### src/hdl/dbac_pkg.sv
// package: constants and carriers for the dual boost adaptive control block
package dbac_pkg;

  // ----------------------------------------------------------------
  // clock and switching timing
  // ----------------------------------------------------------------
  localparam int unsigned CLK_HZ          = 40_000_000;
  localparam int unsigned FSW_SLOW_KHZ    = 500;
  localparam int unsigned FSW_FAST_KHZ    = 1000;
  localparam int unsigned PERIOD_SLOW_CYC = CLK_HZ / (FSW_SLOW_KHZ * 1000);
  localparam int unsigned PERIOD_FAST_CYC = CLK_HZ / (FSW_FAST_KHZ * 1000);
  localparam int unsigned PW              = 8;

  // ----------------------------------------------------------------
  // setpoint coding: one code step per 100 mV
  // ----------------------------------------------------------------
  localparam int unsigned VW             = 9;
  localparam int unsigned MV_PER_STEP    = 100;
  localparam int unsigned CEIL_MIN_MV    = 18000;
  localparam int unsigned CEIL_MAX_MV    = 28000;
  localparam int unsigned OVP_MARGIN_MV  = 1600;
  localparam logic [VW-1:0] CEIL_MIN_CODE = VW'(CEIL_MIN_MV / MV_PER_STEP);
  localparam logic [VW-1:0] CEIL_MAX_CODE = VW'(CEIL_MAX_MV / MV_PER_STEP);
  localparam logic [VW-1:0] OVP_CODE      = VW'(OVP_MARGIN_MV / MV_PER_STEP);
  localparam logic [VW-1:0] SETPOINT_RST  = 9'h000;

  // ----------------------------------------------------------------
  // loop timing and soft start
  // ----------------------------------------------------------------
  localparam int unsigned UPDATE_US       = 50;
  localparam int unsigned UPDATE_CYC      = UPDATE_US * (CLK_HZ / 1_000_000);
  localparam int unsigned SOFTSTART_US    = 1000;
  localparam int unsigned SOFTSTART_CYC   = SOFTSTART_US * (CLK_HZ / 1_000_000);
  localparam int unsigned SPREAD_W        = 4;

  // ----------------------------------------------------------------
  // carriers
  // ----------------------------------------------------------------
  typedef enum logic [2:0] {
    DBAC_IDLE  = 3'b001,
    DBAC_SOFT  = 3'b010,
    DBAC_RUN   = 3'b100
  } dbac_state_t;

  typedef struct packed {
    logic          boost_freq_select;
    logic          spread_en;
    logic [1:0]    slew_sel;
    logic [VW-1:0] initial_boost_setpoint;
    logic [VW-1:0] boost_voltage_ceiling;
  } dbac_cfg_t;

  typedef struct packed {
    logic       gate;
    logic [3:0] drv_en;
    logic       soft_limit;
  } dbac_sw_t;

endpackage

### src/hdl/dbac_bank_loop.sv
// one bank's adaptive setpoint loop and overvoltage stop
module dbac_bank_loop
  import dbac_pkg::*;
#(
  parameter int unsigned STRINGS = 6
) (
  // clock and reset
  input  wire logic               clk_sys_i,
  input  wire logic               rst_n_i,
  input  wire logic               ce_i,
  // control
  input  wire logic               load_i,
  input  wire logic               tick_i,
  input  wire logic [VW-1:0]      init_i,
  input  wire logic [VW-1:0]      ceil_i,
  // headroom and output sense
  input  wire logic [STRINGS-1:0] low_i,
  input  wire logic [STRINGS-1:0] mid_i,
  input  wire logic [VW-1:0]      vout_i,
  // results
  output logic      [VW-1:0]      setpoint_o,
  output logic                    ovp_o,
  output logic                    raise_o,
  output logic                    lower_o
);

  initial begin
    if (STRINGS < 1 || STRINGS > 16) $error("dbac_bank_loop: STRINGS out of range");
  end

  logic [STRINGS-1:0] low_r;
  logic [STRINGS-1:0] mid_r;
  logic [VW-1:0]      setpoint_r;
  logic               ovp_r;
  logic               want_up;
  logic               want_dn;
  logic [VW:0]        ovp_lim;

  // ----------------------------------------------------------------
  // comparator sampling
  // ----------------------------------------------------------------
  always_ff @(posedge clk_sys_i or negedge rst_n_i) begin
    if (!rst_n_i) begin
      low_r <= '0;
      mid_r <= '0;
    end else if (ce_i) begin
      low_r <= low_i;
      mid_r <= mid_i;
    end
  end

  assign want_up = |low_r;
  assign want_dn = &mid_r;

  // ----------------------------------------------------------------
  // setpoint
  // ----------------------------------------------------------------
  always_ff @(posedge clk_sys_i or negedge rst_n_i) begin
    if (!rst_n_i) begin
      setpoint_r <= SETPOINT_RST;
    end else if (ce_i) begin
      if (load_i) begin
        setpoint_r <= (init_i > ceil_i) ? ceil_i : init_i;
      end else if (tick_i && want_up) begin
        if (setpoint_r < ceil_i) begin
          setpoint_r <= setpoint_r + 9'h001;
        end
      end else if (tick_i && want_dn && setpoint_r != '0) begin
        setpoint_r <= setpoint_r - 9'h001;
      end
    end
  end

  // ----------------------------------------------------------------
  // overvoltage stop tracks the setpoint
  // ----------------------------------------------------------------
  assign ovp_lim = {1'b0, setpoint_r} + {1'b0, OVP_CODE};

  always_ff @(posedge clk_sys_i or negedge rst_n_i) begin
    if (!rst_n_i) begin
      ovp_r <= 1'b0;
    end else if (ce_i) begin
      ovp_r <= ({1'b0, vout_i} > ovp_lim);
    end
  end

  assign setpoint_o = setpoint_r;
  assign ovp_o      = ovp_r;
  assign raise_o    = want_up;
  assign lower_o    = want_dn & ~want_up;

  a_ceiling_held: assert property (@(posedge clk_sys_i) disable iff (!rst_n_i)
    !load_i |=> (setpoint_r <= ceil_i) || ($past(setpoint_r) > $past(ceil_i)))
    else $error("setpoint above ceiling");

endmodule

### src/hdl/dbac_top.sv
// top: dual boost adaptive control, clocking, slew, spread, soft start
//
// What this block does
// - switching period is 500 kHz when the frequency select is 0 and 1000 kHz when it is 1.
// - bank B's switch clock starts half a period after bank A's so they never turn on together.
// - a bank's setpoint goes up when any of its strings is below the low headroom threshold.
// - a bank's setpoint goes down only when all its strings are above the middle threshold.
// - each bank has its own setpoint loop fed only by its own strings.
// - each setpoint is loaded with the initial value, clamped to the ceiling, when boost operation begins.
// - the setpoint never climbs past the programmed ceiling of 18 to 28 volts.
// - switching stops while the output is more than 1.6 volts above the setpoint.
// - both switches use one to four parallel driver enables chosen by one shared setting.
// - spread spectrum optionally varies the switching period over time.
// - a soft-start phase at start-up lowers the permitted peak inductor current.
//
// Design decisions made here: the register addresses and strobed register access.
module dbac_top
  import dbac_pkg::*;
#(
  parameter int unsigned STRINGS       = 6,
  parameter int unsigned UPDATE_CYCLES = UPDATE_CYC,
  parameter int unsigned SOFT_CYCLES   = SOFTSTART_CYC
) (
  // clock and reset
  input  wire logic               clk_sys_i,
  input  wire logic               rst_n_i,
  input  wire logic               ce_i,
  // run control and configuration
  input  wire logic               boost_en_i,
  input  wire dbac_cfg_t          cfg_i,
  // bank A sense
  input  wire logic [STRINGS-1:0] a_low_i,
  input  wire logic [STRINGS-1:0] a_mid_i,
  input  wire logic [VW-1:0]      a_vout_i,
  // bank B sense
  input  wire logic [STRINGS-1:0] b_low_i,
  input  wire logic [STRINGS-1:0] b_mid_i,
  input  wire logic [VW-1:0]      b_vout_i,
  // register port
  input  wire logic [3:0]         reg_addr_i,
  input  wire logic [15:0]        reg_wdata_i,
  input  wire logic               reg_wr_i,
  input  wire logic               reg_rd_i,
  output logic      [15:0]        reg_rdata_o,
  // power stage drive
  output dbac_sw_t                sw_a_o,
  output dbac_sw_t                sw_b_o,
  output logic      [VW-1:0]      setpoint_a_o,
  output logic      [VW-1:0]      setpoint_b_o,
  // interrupt
  output logic                    irq_o
);

  localparam logic [3:0] ADDR_STATUS = 4'h0;
  localparam logic [3:0] ADDR_MASK   = 4'h1;
  localparam logic [3:0] ADDR_SETPT  = 4'h2;
  localparam logic [3:0] ADDR_STATE  = 4'h3;
  localparam int unsigned EVW        = 4;
  localparam int unsigned UCW        = $clog2(UPDATE_CYCLES + 1);
  localparam int unsigned SCW        = $clog2(SOFT_CYCLES + 1);

  initial begin
    if (UPDATE_CYCLES < 1) $error("dbac_top: UPDATE_CYCLES must be positive");
    if (SOFT_CYCLES < 1) $error("dbac_top: SOFT_CYCLES must be positive");
    if (PERIOD_SLOW_CYC + 15 > 255) $error("dbac_top: period counter too narrow");
  end

  function automatic logic [3:0] slew_mask(input logic [1:0] sel);
    logic [3:0] m;
    m = 4'h0;
    case (sel)
      2'h0:    m = 4'h1;
      2'h1:    m = 4'h3;
      2'h2:    m = 4'h7;
      default: m = 4'hf;
    endcase
    return m;
  endfunction

  // ----------------------------------------------------------------
  // run state: idle, soft start, run
  // ----------------------------------------------------------------
  dbac_state_t state_r;
  logic [SCW-1:0] soft_cnt_r;
  logic load_pulse;

  assign load_pulse = (state_r == DBAC_IDLE) && boost_en_i;

  always_ff @(posedge clk_sys_i or negedge rst_n_i) begin
    if (!rst_n_i) begin
      state_r    <= DBAC_IDLE;
      soft_cnt_r <= '0;
    end else if (ce_i) begin
      case (state_r)
        DBAC_IDLE: begin
          soft_cnt_r <= '0;
          if (boost_en_i) begin
            state_r <= DBAC_SOFT;
          end
        end
        DBAC_SOFT: begin
          if (!boost_en_i) begin
            state_r <= DBAC_IDLE;
          end else if (soft_cnt_r == SCW'(SOFT_CYCLES - 1)) begin
            state_r <= DBAC_RUN;
          end else begin
            soft_cnt_r <= soft_cnt_r + SCW'(1);
          end
        end
        DBAC_RUN: begin
          if (!boost_en_i) begin
            state_r <= DBAC_IDLE;
          end
        end
        default: state_r <= DBAC_IDLE;
      endcase
    end
  end

  // ----------------------------------------------------------------
  // switching period with optional spread
  // ----------------------------------------------------------------
  logic [PW-1:0]       per_cnt_r;
  logic [PW-1:0]       period;
  logic [PW-1:0]       half;
  logic [SPREAD_W-1:0] lfsr_r;
  logic                wrap;

  always_comb begin
    period = cfg_i.boost_freq_select ? PW'(PERIOD_FAST_CYC) : PW'(PERIOD_SLOW_CYC);
    if (cfg_i.spread_en) begin
      period = period + PW'(lfsr_r);
    end
    half = period >> 1;
  end

  assign wrap = (per_cnt_r >= period - PW'(1));

  always_ff @(posedge clk_sys_i or negedge rst_n_i) begin
    if (!rst_n_i) begin
      per_cnt_r <= '0;
    end else if (ce_i) begin
      if (state_r == DBAC_IDLE || wrap) begin
        per_cnt_r <= '0;
      end else begin
        per_cnt_r <= per_cnt_r + PW'(1);
      end
    end
  end

  always_ff @(posedge clk_sys_i or negedge rst_n_i) begin
    if (!rst_n_i) begin
      lfsr_r <= 4'h1;
    end else if (ce_i && wrap) begin
      lfsr_r <= {lfsr_r[2:0], lfsr_r[3] ^ lfsr_r[2]};
    end
  end

  // ----------------------------------------------------------------
  // control update tick
  // ----------------------------------------------------------------
  logic [UCW-1:0] upd_cnt_r;
  logic           tick;

  assign tick = (upd_cnt_r == UCW'(UPDATE_CYCLES - 1)) && (state_r != DBAC_IDLE);

  always_ff @(posedge clk_sys_i or negedge rst_n_i) begin
    if (!rst_n_i) begin
      upd_cnt_r <= '0;
    end else if (ce_i) begin
      if (state_r == DBAC_IDLE || tick) begin
        upd_cnt_r <= '0;
      end else begin
        upd_cnt_r <= upd_cnt_r + UCW'(1);
      end
    end
  end

  // ----------------------------------------------------------------
  // per bank loops
  // ----------------------------------------------------------------
  logic [VW-1:0] ceil_eff;
  logic ovp_a, ovp_b, up_a, up_b, dn_a, dn_b;

  always_comb begin
    ceil_eff = cfg_i.boost_voltage_ceiling;
    if (ceil_eff < CEIL_MIN_CODE) begin
      ceil_eff = CEIL_MIN_CODE;
    end else if (ceil_eff > CEIL_MAX_CODE) begin
      ceil_eff = CEIL_MAX_CODE;
    end
  end

  // separate instances keep the banks from ever seeing each other's strings
  dbac_bank_loop #(.STRINGS(STRINGS)) u_bank_a (
    .clk_sys_i  (clk_sys_i),
    .rst_n_i    (rst_n_i),
    .ce_i       (ce_i),
    .load_i     (load_pulse),
    .tick_i     (tick),
    .init_i     (cfg_i.initial_boost_setpoint),
    .ceil_i     (ceil_eff),
    .low_i      (a_low_i),
    .mid_i      (a_mid_i),
    .vout_i     (a_vout_i),
    .setpoint_o (setpoint_a_o),
    .ovp_o      (ovp_a),
    .raise_o    (up_a),
    .lower_o    (dn_a)
  );

  dbac_bank_loop #(.STRINGS(STRINGS)) u_bank_b (
    .clk_sys_i  (clk_sys_i),
    .rst_n_i    (rst_n_i),
    .ce_i       (ce_i),
    .load_i     (load_pulse),
    .tick_i     (tick),
    .init_i     (cfg_i.initial_boost_setpoint),
    .ceil_i     (ceil_eff),
    .low_i      (b_low_i),
    .mid_i      (b_mid_i),
    .vout_i     (b_vout_i),
    .setpoint_o (setpoint_b_o),
    .ovp_o      (ovp_b),
    .raise_o    (up_b),
    .lower_o    (dn_b)
  );

  // ----------------------------------------------------------------
  // switch drive
  // ----------------------------------------------------------------
  logic gate_a_r, gate_b_r;
  logic running;

  assign running = (state_r != DBAC_IDLE);

  always_ff @(posedge clk_sys_i or negedge rst_n_i) begin
    if (!rst_n_i) begin
      gate_a_r <= 1'b0;
      gate_b_r <= 1'b0;
    end else if (ce_i) begin
      // on-time is the first quarter period for A and the third quarter for B; the bank's overvoltage stop blocks it
      gate_a_r <= running && !ovp_a && (per_cnt_r < (half >> 1));
      gate_b_r <= running && !ovp_b && (per_cnt_r >= half)
                  && (per_cnt_r < half + (half >> 1));
    end
  end

  always_comb begin
    sw_a_o.gate       = gate_a_r;
    sw_b_o.gate       = gate_b_r;
    sw_a_o.drv_en     = running ? slew_mask(cfg_i.slew_sel) : 4'h0;
    sw_b_o.drv_en     = running ? slew_mask(cfg_i.slew_sel) : 4'h0;
    sw_a_o.soft_limit = (state_r == DBAC_SOFT);
    sw_b_o.soft_limit = (state_r == DBAC_SOFT);
  end

  // ----------------------------------------------------------------
  // events, status, mask, register port
  // ----------------------------------------------------------------
  logic [EVW-1:0] status_r;
  logic [EVW-1:0] mask_r;
  logic [EVW-1:0] events;
  logic [EVW-1:0] w1c;
  logic [15:0]    rdata_r;
  logic           at_ceil;

  assign at_ceil = (setpoint_a_o >= ceil_eff) && up_a || (setpoint_b_o >= ceil_eff) && up_b;
  assign events  = {at_ceil, ovp_b, ovp_a, (state_r == DBAC_SOFT) && soft_cnt_r
                   == SCW'(SOFT_CYCLES - 1)};
  assign w1c     = (reg_wr_i && reg_addr_i == ADDR_STATUS) ? reg_wdata_i[EVW-1:0] : '0;

  always_ff @(posedge clk_sys_i or negedge rst_n_i) begin
    if (!rst_n_i) begin
      status_r <= '0;
    end else if (ce_i) begin
      // a new event in the clearing cycle survives
      status_r <= (status_r & ~w1c) | events;
    end
  end

  always_ff @(posedge clk_sys_i or negedge rst_n_i) begin
    if (!rst_n_i) begin
      mask_r <= '0;
    end else if (ce_i && reg_wr_i && reg_addr_i == ADDR_MASK) begin
      mask_r <= reg_wdata_i[EVW-1:0];
    end
  end

  always_ff @(posedge clk_sys_i or negedge rst_n_i) begin
    if (!rst_n_i) begin
      rdata_r <= 16'h0000;
    end else if (ce_i) begin
      rdata_r <= 16'h0000;
      if (reg_rd_i) begin
        if (reg_addr_i == ADDR_STATUS) begin
          rdata_r <= {12'h000, status_r};
        end else if (reg_addr_i == ADDR_MASK) begin
          rdata_r <= {12'h000, mask_r};
        end else if (reg_addr_i == ADDR_SETPT) begin
          rdata_r <= {7'h00, setpoint_a_o};
        end else if (reg_addr_i == ADDR_STATE) begin
          rdata_r <= {7'h00, setpoint_b_o};
        end
      end
    end
  end

  assign reg_rdata_o = rdata_r;
  assign irq_o       = |(status_r & mask_r);

  // ----------------------------------------------------------------
  // checks
  // ----------------------------------------------------------------
  a_no_overlap: assert property (@(posedge clk_sys_i) disable iff (!rst_n_i)
    !(gate_a_r && gate_b_r))
    else $error("both switches on together");
  a_ovp_stops: assert property (@(posedge clk_sys_i) disable iff (!rst_n_i)
    ce_i && ovp_a |=> !gate_a_r)
    else $error("bank A switched during overvoltage");
  a_soft_limit: assert property (@(posedge clk_sys_i) disable iff (!rst_n_i)
    sw_a_o.soft_limit == (state_r == DBAC_SOFT) && sw_a_o.drv_en == sw_b_o.drv_en)
    else $error("soft limit or driver choice mismatch");
  a_drv_count: assert property (@(posedge clk_sys_i) disable iff (!rst_n_i)
    running && cfg_i.slew_sel == 2'h0 |-> sw_a_o.drv_en == 4'h1)
    else $error("slowest slew not one driver");
  a_load_init: assert property (@(posedge clk_sys_i) disable iff (!rst_n_i)
    ce_i && load_pulse && cfg_i.initial_boost_setpoint <= ceil_eff
    |=> setpoint_a_o == $past(cfg_i.initial_boost_setpoint))
    else $error("setpoint not loaded at start");
  a_one_step: assert property (@(posedge clk_sys_i) disable iff (!rst_n_i)
    !$past(load_pulse) |-> (setpoint_a_o - $past(setpoint_a_o) <= 9'h001)
    || ($past(setpoint_a_o) - setpoint_a_o <= 9'h001))
    else $error("setpoint moved more than one step");
  a_raise_first: assert property (@(posedge clk_sys_i) disable iff (!rst_n_i)
    ce_i && tick && up_b && setpoint_b_o < ceil_eff && !load_pulse
    |=> setpoint_b_o == $past(setpoint_b_o) + 9'h001)
    else $error("bank B did not raise");
  a_lower_all: assert property (@(posedge clk_sys_i) disable iff (!rst_n_i)
    ce_i && tick && !dn_a && !up_a && !load_pulse |=> $stable(setpoint_a_o))
    else $error("bank A lowered without all strings high");
  a_fast_period: assert property (@(posedge clk_sys_i) disable iff (!rst_n_i)
    !cfg_i.spread_en && cfg_i.boost_freq_select |-> period == PW'(PERIOD_FAST_CYC))
    else $error("wrong fast period");

  c_run: cover property (@(posedge clk_sys_i) state_r == DBAC_SOFT ##1 state_r == DBAC_RUN);
  c_raise: cover property (@(posedge clk_sys_i) tick && up_a);
  c_ovp: cover property (@(posedge clk_sys_i) ovp_b);

endmodule

### config.mk
export PLATFORM = sky130hd
export DESIGN_NAME = dbac_top
export DESIGN_NICKNAME = d
export VERILOG_FILES = /design/src/hdl/dbac_pkg.sv /design/src/hdl/dbac_bank_loop.sv /design/src/hdl/dbac_top.sv
export SDC_FILE = /design/constraint.sdc
export NUM_CORES = 1
export LEC_CHECK = 0
export BUFFER_PORTS_ARGS = -buffer_cell sky130_fd_sc_hd__buf_4
export CAP_MARGIN = 20
export CORE_MARGIN = 1
export CORE_UTILIZATION = 40
export DETAILED_ROUTE_END_ITERATION = 7
export GPL_ROUTABILITY_DRIVEN = 0
export PLACE_DENSITY = 0.68
export SETUP_SLACK_MARGIN = 0.5
export SYNTH_ARGS = -nofsm -noshare
export SYNTH_HDL_FRONTEND = slang
export SYNTH_SLANG_ARGS = --single-unit
export TNS_END_PERCENT = 30
### constraint.sdc
create_clock -name clk_sys_i -period 3.95 [get_ports clk_sys_i]
set_clock_uncertainty 0.05 [all_clocks]
set_input_delay 0.1975 -clock clk_sys_i [delete_from_list [all_inputs] [get_ports clk_sys_i]]
set_output_delay 0.1975 -clock clk_sys_i [all_outputs]
set_load 0.005 [all_outputs]
==> impl_metrics.py, run 1 <==
metrics = {
    "pwr": {
        "power_frac_clock_pct": 19.0,
        "vdd_drop_max_mv": 0.334,
        "pwr-share-comb_pct": 46.5,
        "pwr-share-seq_pct": 34.5,
        "p_int_uw": 2880,
        "power.density_nw_per_um2": 508,
        "switching_share_pct": 40.3,
        "power_leakage_uw": 0.00452,
        "p_sw_uw": 1950,
    },
    "cts": {
        "insertion_delay_ns": 0.36,
        "clk_path_buf_depth": 2,
        "cts_buffers": 9,
        "path_clk_slew_ns": 0.07,
        "clock_sink_count": 105,
        "cts_root_buffer": "clkbuf_16",
        "cts_setup_buffers": 0,
        "cts.htree.levels": 3,
        "cts_tree": "done",
    },
    "outcome": {
        "status": "completed",
    },
    "yosys": {
        "ys_warn_count": 0,
        "syn_avg_cell_area_um2": 9.33,
        "syn_area_um2": 8070,
        "synth.yosys.seq_area_share_pct": 32.6,
        "ys.flop_type": "dfrtp_1",
        "synthDistinctLibCells": 72,
        "netlist.area_leader.share_pct": 31.9,
        "synth-edff-count": 0,
        "ys_top_cells_by_area": "dfrtp_1 (32%), ha_1 (17%), mux2_2 (4.9%), nand2_1 (3.3%), xnor2_1 (3.1%)",
        "async_flop_share_pct": 100,
        "ys_ff_latch": 105,
        "yosysTopAreaCell": "dfrtp_1",
        "syn_inst": 865,
    },
    "global_routing": {
        "grt_pass1_wl_mm": 32.8,
        "overflow": 0,
        "grt_max_degree": 60,
        "grt_pass1_vias": 6482,
        "antenna_found_initial": 0,
        "grt.total_usage_pct": 20.3,
    },
    "timing": {
        "final-setup-viol-count": 0,
        "slew_violations": 0,
        "finalHoldViolCount": 0,
        "relSlewSlack_pct": 52.9,
        "fin_tns_setup_ns": 0,
        "min_period_over_period_pct": 82.8,
        "worstMarginPinSlew_ns": 0.701,
        "rsz0062_at_grt": "true",
        "fmax_mhz": 306,
        "final.min_clock_period_ns": 3.27,
    },
    "route": {
        "vias_per_cell": 5.41,
        "route.detailed.drc": 0,
        "wire_per_inst_um": 16.2,
        "vias": 6698,
        "drtAntennaViolNets": 0,
        "wl_mm": 20.1,
        "drtIter0Drc": 378,
        "drt_first_pass_iters": 4,
    },
    "hold_path": {
        "worstHoldPathCells": 2,
        "hold_path_startpoint": "b_low_i[4]",
        "hold_class": "in -> reg",
    },
    "final_layout": {
        "antenna_cells": 0,
        "drive_gt1_share_pct": 19.7,
        "nNetsFinal": 1168,
        "postLayoutCellArea_um2": 9490,
        "fill_cells": 1882,
        "area_growth_pct": 17.5,
    },
    "setup_path": {
        "ff2ff_path_depth": 12,
        "cp.arrival_ns": 3.46,
        "worstSetupEndpointType": "flip-flop",
        "ff2ff_setup_slack_ns": 0.68,
        "critPathLaunch": "upd_cnt_r[0]$_DFFE_PN0P_",
        "critPathLaunchType": "flip-flop",
        "crit_required_ns": 4.14,
        "r2r-start": "upd_cnt_r[0]$_DFFE_PN0P_",
        "path_max_fanout": 6,
        "crit_type": "reg -> reg",
    },
    "floorplan": {
        "fp.dieArea_um2": 20800,
        "rows": 51,
        "dieHeight_um": 144,
        "die_x_um": 144,
        "start_util_pct": 41.1,
        "ios": 137,
        "core_um2": 19700,
    },
    "run": {
        "cap_violations": 0,
    },
    "placement": {
        "place_area_um2": 9160,
        "post-dp-hpwl_mm": 15.3,
        "numPortBuffers": 117,
    },
}
==> cell families (layout without fill, tap and decap cells) <==
logic type	count (synthesis)	after routing	share of synthesized area, %
AND/OR/NAND/NOR	257	257	15.9
AO/OA/AOI/OAI	198	198	16.3
adder cells (fa/ha/maj)	110	110	17.3
flip-flops	105	105	32.6
buffers and inverters	88	190	4.94
multiplexers	54	54	7.24
XOR/XNOR	52	52	5.64
other	1	7	0.0464
==> power by group through the flow <==
| stage | Sequential [uW] | Combinational, uW | Clock (uW) |
|---|---|---|---|
| after floorplan | 1520 | 1630 | 0 |
| after global placement | 1680 | 2180 | 0 |
| after detailed placement | 1690 | 2240 | 0 |
| after CTS | 1670 | 2250 | 929 |
| after global routing | 1700 | 2560 | 974 |
| final | 1670 | 2240 | 917 |
==> repair_timing <==
item,CTS,global route
gates resized for setup,0,5
endpoints found under the setup margin,0,10
hold buffers,1,0
endpoints found under the hold margin,40,0
==> cell usage after synthesis, drive strengths merged, types with 4 or more instances <==
cell / n
a21o: 17
a21oi: 50
a22o: 8
a22oi: 8
a31oi: 10
and3: 15
and4: 4
buf: 22
clkbuf: 19
dfrtp: 103
ha: 107
inv: 47
mux2: 35
mux2i: 19
nand2: 71
nand2b: 10
nand3: 29
nand4: 23
nor2: 57
nor2b: 7
nor3: 13
nor4: 9
nor4b: 4
o211ai: 5
o21ai: 45
o21bai: 5
o22ai: 4
o2bb2ai: 11
o31ai: 4
or3: 6
xnor2: 29
xor2: 23
==> final cells by class <==
| type | count | area (um2) | area share (%) |
|---|---|---|---|
| clock buffers | 11 | 243 | 2.56 |
| clock inverters | 5 | 62.6 | 0.659 |
| flip-flops and latches | 105 | 2630 | 27.7 |
| multi-input cells | 678 | 5090 | 53.6 |
| inverters | 47 | 176 | 1.86 |
| well taps | 265 | 332 | 3.49 |
| repair buffers | 127 | 956 | 10.1 |
==> registers in the layout (all words and copies together), names as in the netlist, 3 cells and up <==
| signal | count |
|---|---|
| upd_cnt_r | 11 |
| u_bank_b.low_r | 6 |
| state_r | 3 |
| u_bank_a.low_r | 6 |
| reg_rdata_o | 9 |
| lfsr_r | 4 |
| status_r | 4 |
| per_cnt_r | 8 |
| u_bank_a.mid_r | 6 |
| u_bank_a.setpoint_o | 9 |
| mask_r | 4 |
| u_bank_b.setpoint_o | 9 |
| soft_cnt_r | 16 |
| u_bank_b.mid_r | 6 |
==> worst paths after layout <==
path,end
worst max-delay path,u_bank_a.setpoint_o[7]$_DFFE_PN0P_
worst min-delay path,u_bank_b.low_r[4]$_DFFE_PN0P_
worst max register to register,u_bank_a.setpoint_o[7]$_DFFE_PN0P_
worst min register to register,reg_rdata_o[8]$_DFFE_PN0P_
max in group asynchronous,state_r[0]$_DFFE_PN1P_
min in group asynchronous,per_cnt_r[0]$_DFFE_PN0P_
==> per-layer routing <==
layer | part of all wire, % | global-route usage (%)
met5 | 0 | 0
met4 | 3.1 | 8.73
met3 | 3.9 | 2.42
met2 | 48 | 34.2
met1 | 45 | 26.1
==> layout by cell type (no fill, tap or decap), types with 3 or more instances in the layout <==
cell       instances
o21ai_0           34
nor2b_1            7
o2bb2ai_1         11
conb_1             7
and2_1             3
a21o_1            17
o21a_1             3
and3_1            15
o211ai_1           5
a22o_1             8
or3_1              6
o31ai_1            3
clkbuf_16          9
o21bai_1           5
mux2i_1           19
o21ai_1           10
dfrtp_1          103
nand2_1           69
nand3_1           29
buf_4            126
xnor2_1           29
nor3_1            13
ha_1             107
o22ai_1            4
xor2_1            23
nand2b_1          10
nor4b_1            3
and4_1             4
inv_1             45
a31oi_1           10
nand4_1           23
a21oi_1           50
a22oi_1            8
nor4_1             7
fa_1               3
nor2_1            57
a211oi_1           3
mux2_2            35
==> through the flow <==
step / instances / setup WS [ns] / hold slack (ns) / util [%] / total power [uW]
finish: 1238 / 0.678 / 0.0192 / 48.3 / 4830
global route: 1238 / 0.435 / 0.0145 / 48.3 / 5240
CTS: 1238 / 0.522 / 0.0109 / 48.2 / 4850
detailed placement: 1221 / 0.461 / 0.187 / 46.6 / 3920
global placement: 1221 / 0.535 / 0.186 / 46.6 / 3870
floorplan: 871 / 0.616 / -0.148 / - / 3150
==> critical path: stages, from the launching register on <==
cell	delay (ns)
dfrtp_1	0.41
ha_1	0.22
nand4bb_1	0.19
nor4_4	0.36
nand2_2	0.21
ha_1	0.37
inv_1	0.09
o31ai_1	0.31
a21oi_1	0.16
o21ai_0	0.25
xnor2_1	0.15
mux2i_1	0.09
mux2_2	0.29
Power figures use the tool's default switching activity.
==> inputs of run 2 (changes only) <==
Settings changed: PLACE_DENSITY 0.68 to 0.7.
Clock period 3.95 ns to 2.8 ns, I/O delays scaled along.
==> impl_metrics.py, run 2 (synthesized netlist as in run 1, its figures left out) <==
metrics = {
    "setup_path": {
        "cp.arrival_ns": 3.03,
        "path_max_fanout": 5,
        "critPathLaunchType": "flip-flop",
        "crit_type": "reg -> reg",
        "ff2ff_setup_slack_ns": -0.03,
        "crit_required_ns": 3.00,
        "worstSetupEndpointType": "flip-flop",
    },
    "floorplan": {
        "rows": 51,
        "dieHeight_um": 144,
        "ios": 137,
        "core_um2": 19700,
        "start_util_pct": 41.1,
        "fp.dieArea_um2": 20800,
        "die_x_um": 144,
    },
    "cts": {
        "cts_buffers": 9,
        "cts.htree.levels": 3,
        "clock_sink_count": 105,
        "cts_root_buffer": "clkbuf_16",
        "path_clk_slew_ns": 0.08,
        "clk_path_buf_depth": 2,
        "cts_tree": "done",
        "insertion_delay_ns": 0.37,
    },
    "route": {
        "drtAntennaViolNets": 0,
        "wire_per_inst_um": 17.3,
        "drtIter0Drc": 460,
        "wl_mm": 23.5,
        "drt_first_pass_iters": 5,
        "route.detailed.drc": 0,
        "vias": 7411,
        "vias_per_cell": 5.43,
    },
    "timing": {
        "rsz0062_at_grt": "true",
        "finalHoldViolCount": 0,
        "relSlewSlack_pct": 53.6,
        "min_period_over_period_pct": 101,
        "fin_tns_setup_ns": -0.0982,
        "slew_violations": 0,
        "final-setup-viol-count": 4,
        "final.min_clock_period_ns": 2.83,
        "worst_slack_ns": -0.0263,
        "worstMarginPinSlew_ns": 0.689,
        "fmax_mhz": 354,
    },
    "outcome": {
        "violations": "setup timing",
        "status": "finished, violations left",
    },
    "placement": {
        "dp_slack_ns": -0.159,
        "numPortBuffers": 117,
        "post-dp-hpwl_mm": 16.2,
    },
    "global_routing": {
        "grt_pass1_wl_mm": 36.3,
        "grt_max_degree": 106,
        "overflow": 0,
        "antenna_found_initial": 1,
        "grt.total_usage_pct": 22.7,
        "grt_pass1_vias": 7090,
    },
    "final_layout": {
        "largest_reg_flops": 16,
        "post-route-util_pct": 57.4,
        "reg_top3": "soft_cnt_r (16), upd_cnt_r (11)",
        "layout_common_cells": "buf_4 (212), dfrtp_1 (103), ha_1 (81)",
        "final_common_cell": "buf_4",
        "nNetsFinal": 1293,
        "area_growth_pct": 39.8,
        "fill_cells": 1686,
        "drive_gt1_share_pct": 35.5,
        "largest_register": "soft_cnt_r",
    },
    "pwr": {
        "power_leakage_uw": 0.00524,
        "power.density_nw_per_um2": 717,
        "vdd_drop_max_mv": 0.542,
    },
    "run": {
        "cap_violations": 0,
    },
    "hold_path": {
        "hold_class": "in -> reg",
    },
}
-- run 2: area by class of cell --
class	count	area (um2)	area share, %
timing repair buffer	252	2010	17.8
multi-input combinational	678	5820	51.6
inverter	47	176	1.56
clock inverter	6	73.8	0.654
sequential	105	2630	23.3
antenna	1	2.50	0.0222
clock buffer	10	239	2.12
tap	265	332	2.94
-- run 2: critical path, stage by stage, from the launching register on --
cell and delay, ns:
dfrtp_1 0.41, inv_2 0.09, ha_4 0.21, nand2_4 0.06, o21ai_4 0.10, buf_6 0.14, ha_4 0.15, nand2_4 0.07
buf_4 0.11, nand3_1 0.10, ha_1 0.36, a21oi_4 0.08, buf_6 0.11, a211o_4 0.36, mux2_4 0.31
-- run 2: worst paths after layout --
kind | end | cells after the start | start
setup / recovery | lfsr_r[1]$_DFFE_PN0P_ | 14 | lfsr_r[3]$_DFFE_PN0P_
hold / removal | reg_rdata_o[4]$_DFFE_PN0P_ | 2 | reg_addr_i[1]
setup reg to reg | lfsr_r[1]$_DFFE_PN0P_ | 14 | lfsr_r[3]$_DFFE_PN0P_
hold reg to reg | reg_rdata_o[7]$_DFFE_PN0P_ | 1 | reg_rdata_o[7]$_DFFE_PN0P_
max in group asynchronous | u_bank_b.setpoint_o[0]$_DFFE_PN0P_ | 3 | rst_n_i
min in group asynchronous | u_bank_b.low_r[3]$_DFFE_PN0P_ | 3 | rst_n_i
-- run 2: power by group --
group	leakage (uW)	switching, uW	internal, uW
Sequential	0.00133	455	1780
Combinational	0.00376	2220	2280
Clock	0.000147	631	730
Total	0.00524	3310	4790
-- run 2: per-layer routing --
| layer | GRT usage (%) | up-vias | part of all wire [%] |
|---|---|---|---|
| li1 | - | 3602 | - |
| met1 | 28.8 | 3619 | 44 |
| met2 | 39.4 | 159 | 51 |
| met3 | 3.58 | 31 | 3.9 |
| met4 | 6.89 | 0 | 1.8 |
| met5 | 0 | - | 0 |
-- run 2: per-stage QoR --
| step | cell area [um2] | instances | hold WS [ns] | power (uW) |
|---|---|---|---|---|
| finish | 11300 | 1364 | 0.0492 | 8090 |
| global route | 11300 | 1364 | 0.0416 | 8650 |
| CTS | 10900 | 1353 | 0.0348 | 7660 |
| detailed placement | 9790 | 1292 | 0.225 | 5930 |
| global placement | 9790 | 1292 | 0.216 | 5840 |
| floorplan | 8190 | 871 | -0.206 | 4470 |
-- run 2: repair_timing --
item                                    in CTS  in global routing
endpoints found under the hold margin      133                  0
resized for setup                           72                 58
hold buffers                                30                  0
pin swaps                                   57                 57
buffers inserted                            15                 10
endpoints found under the setup margin      31                 43
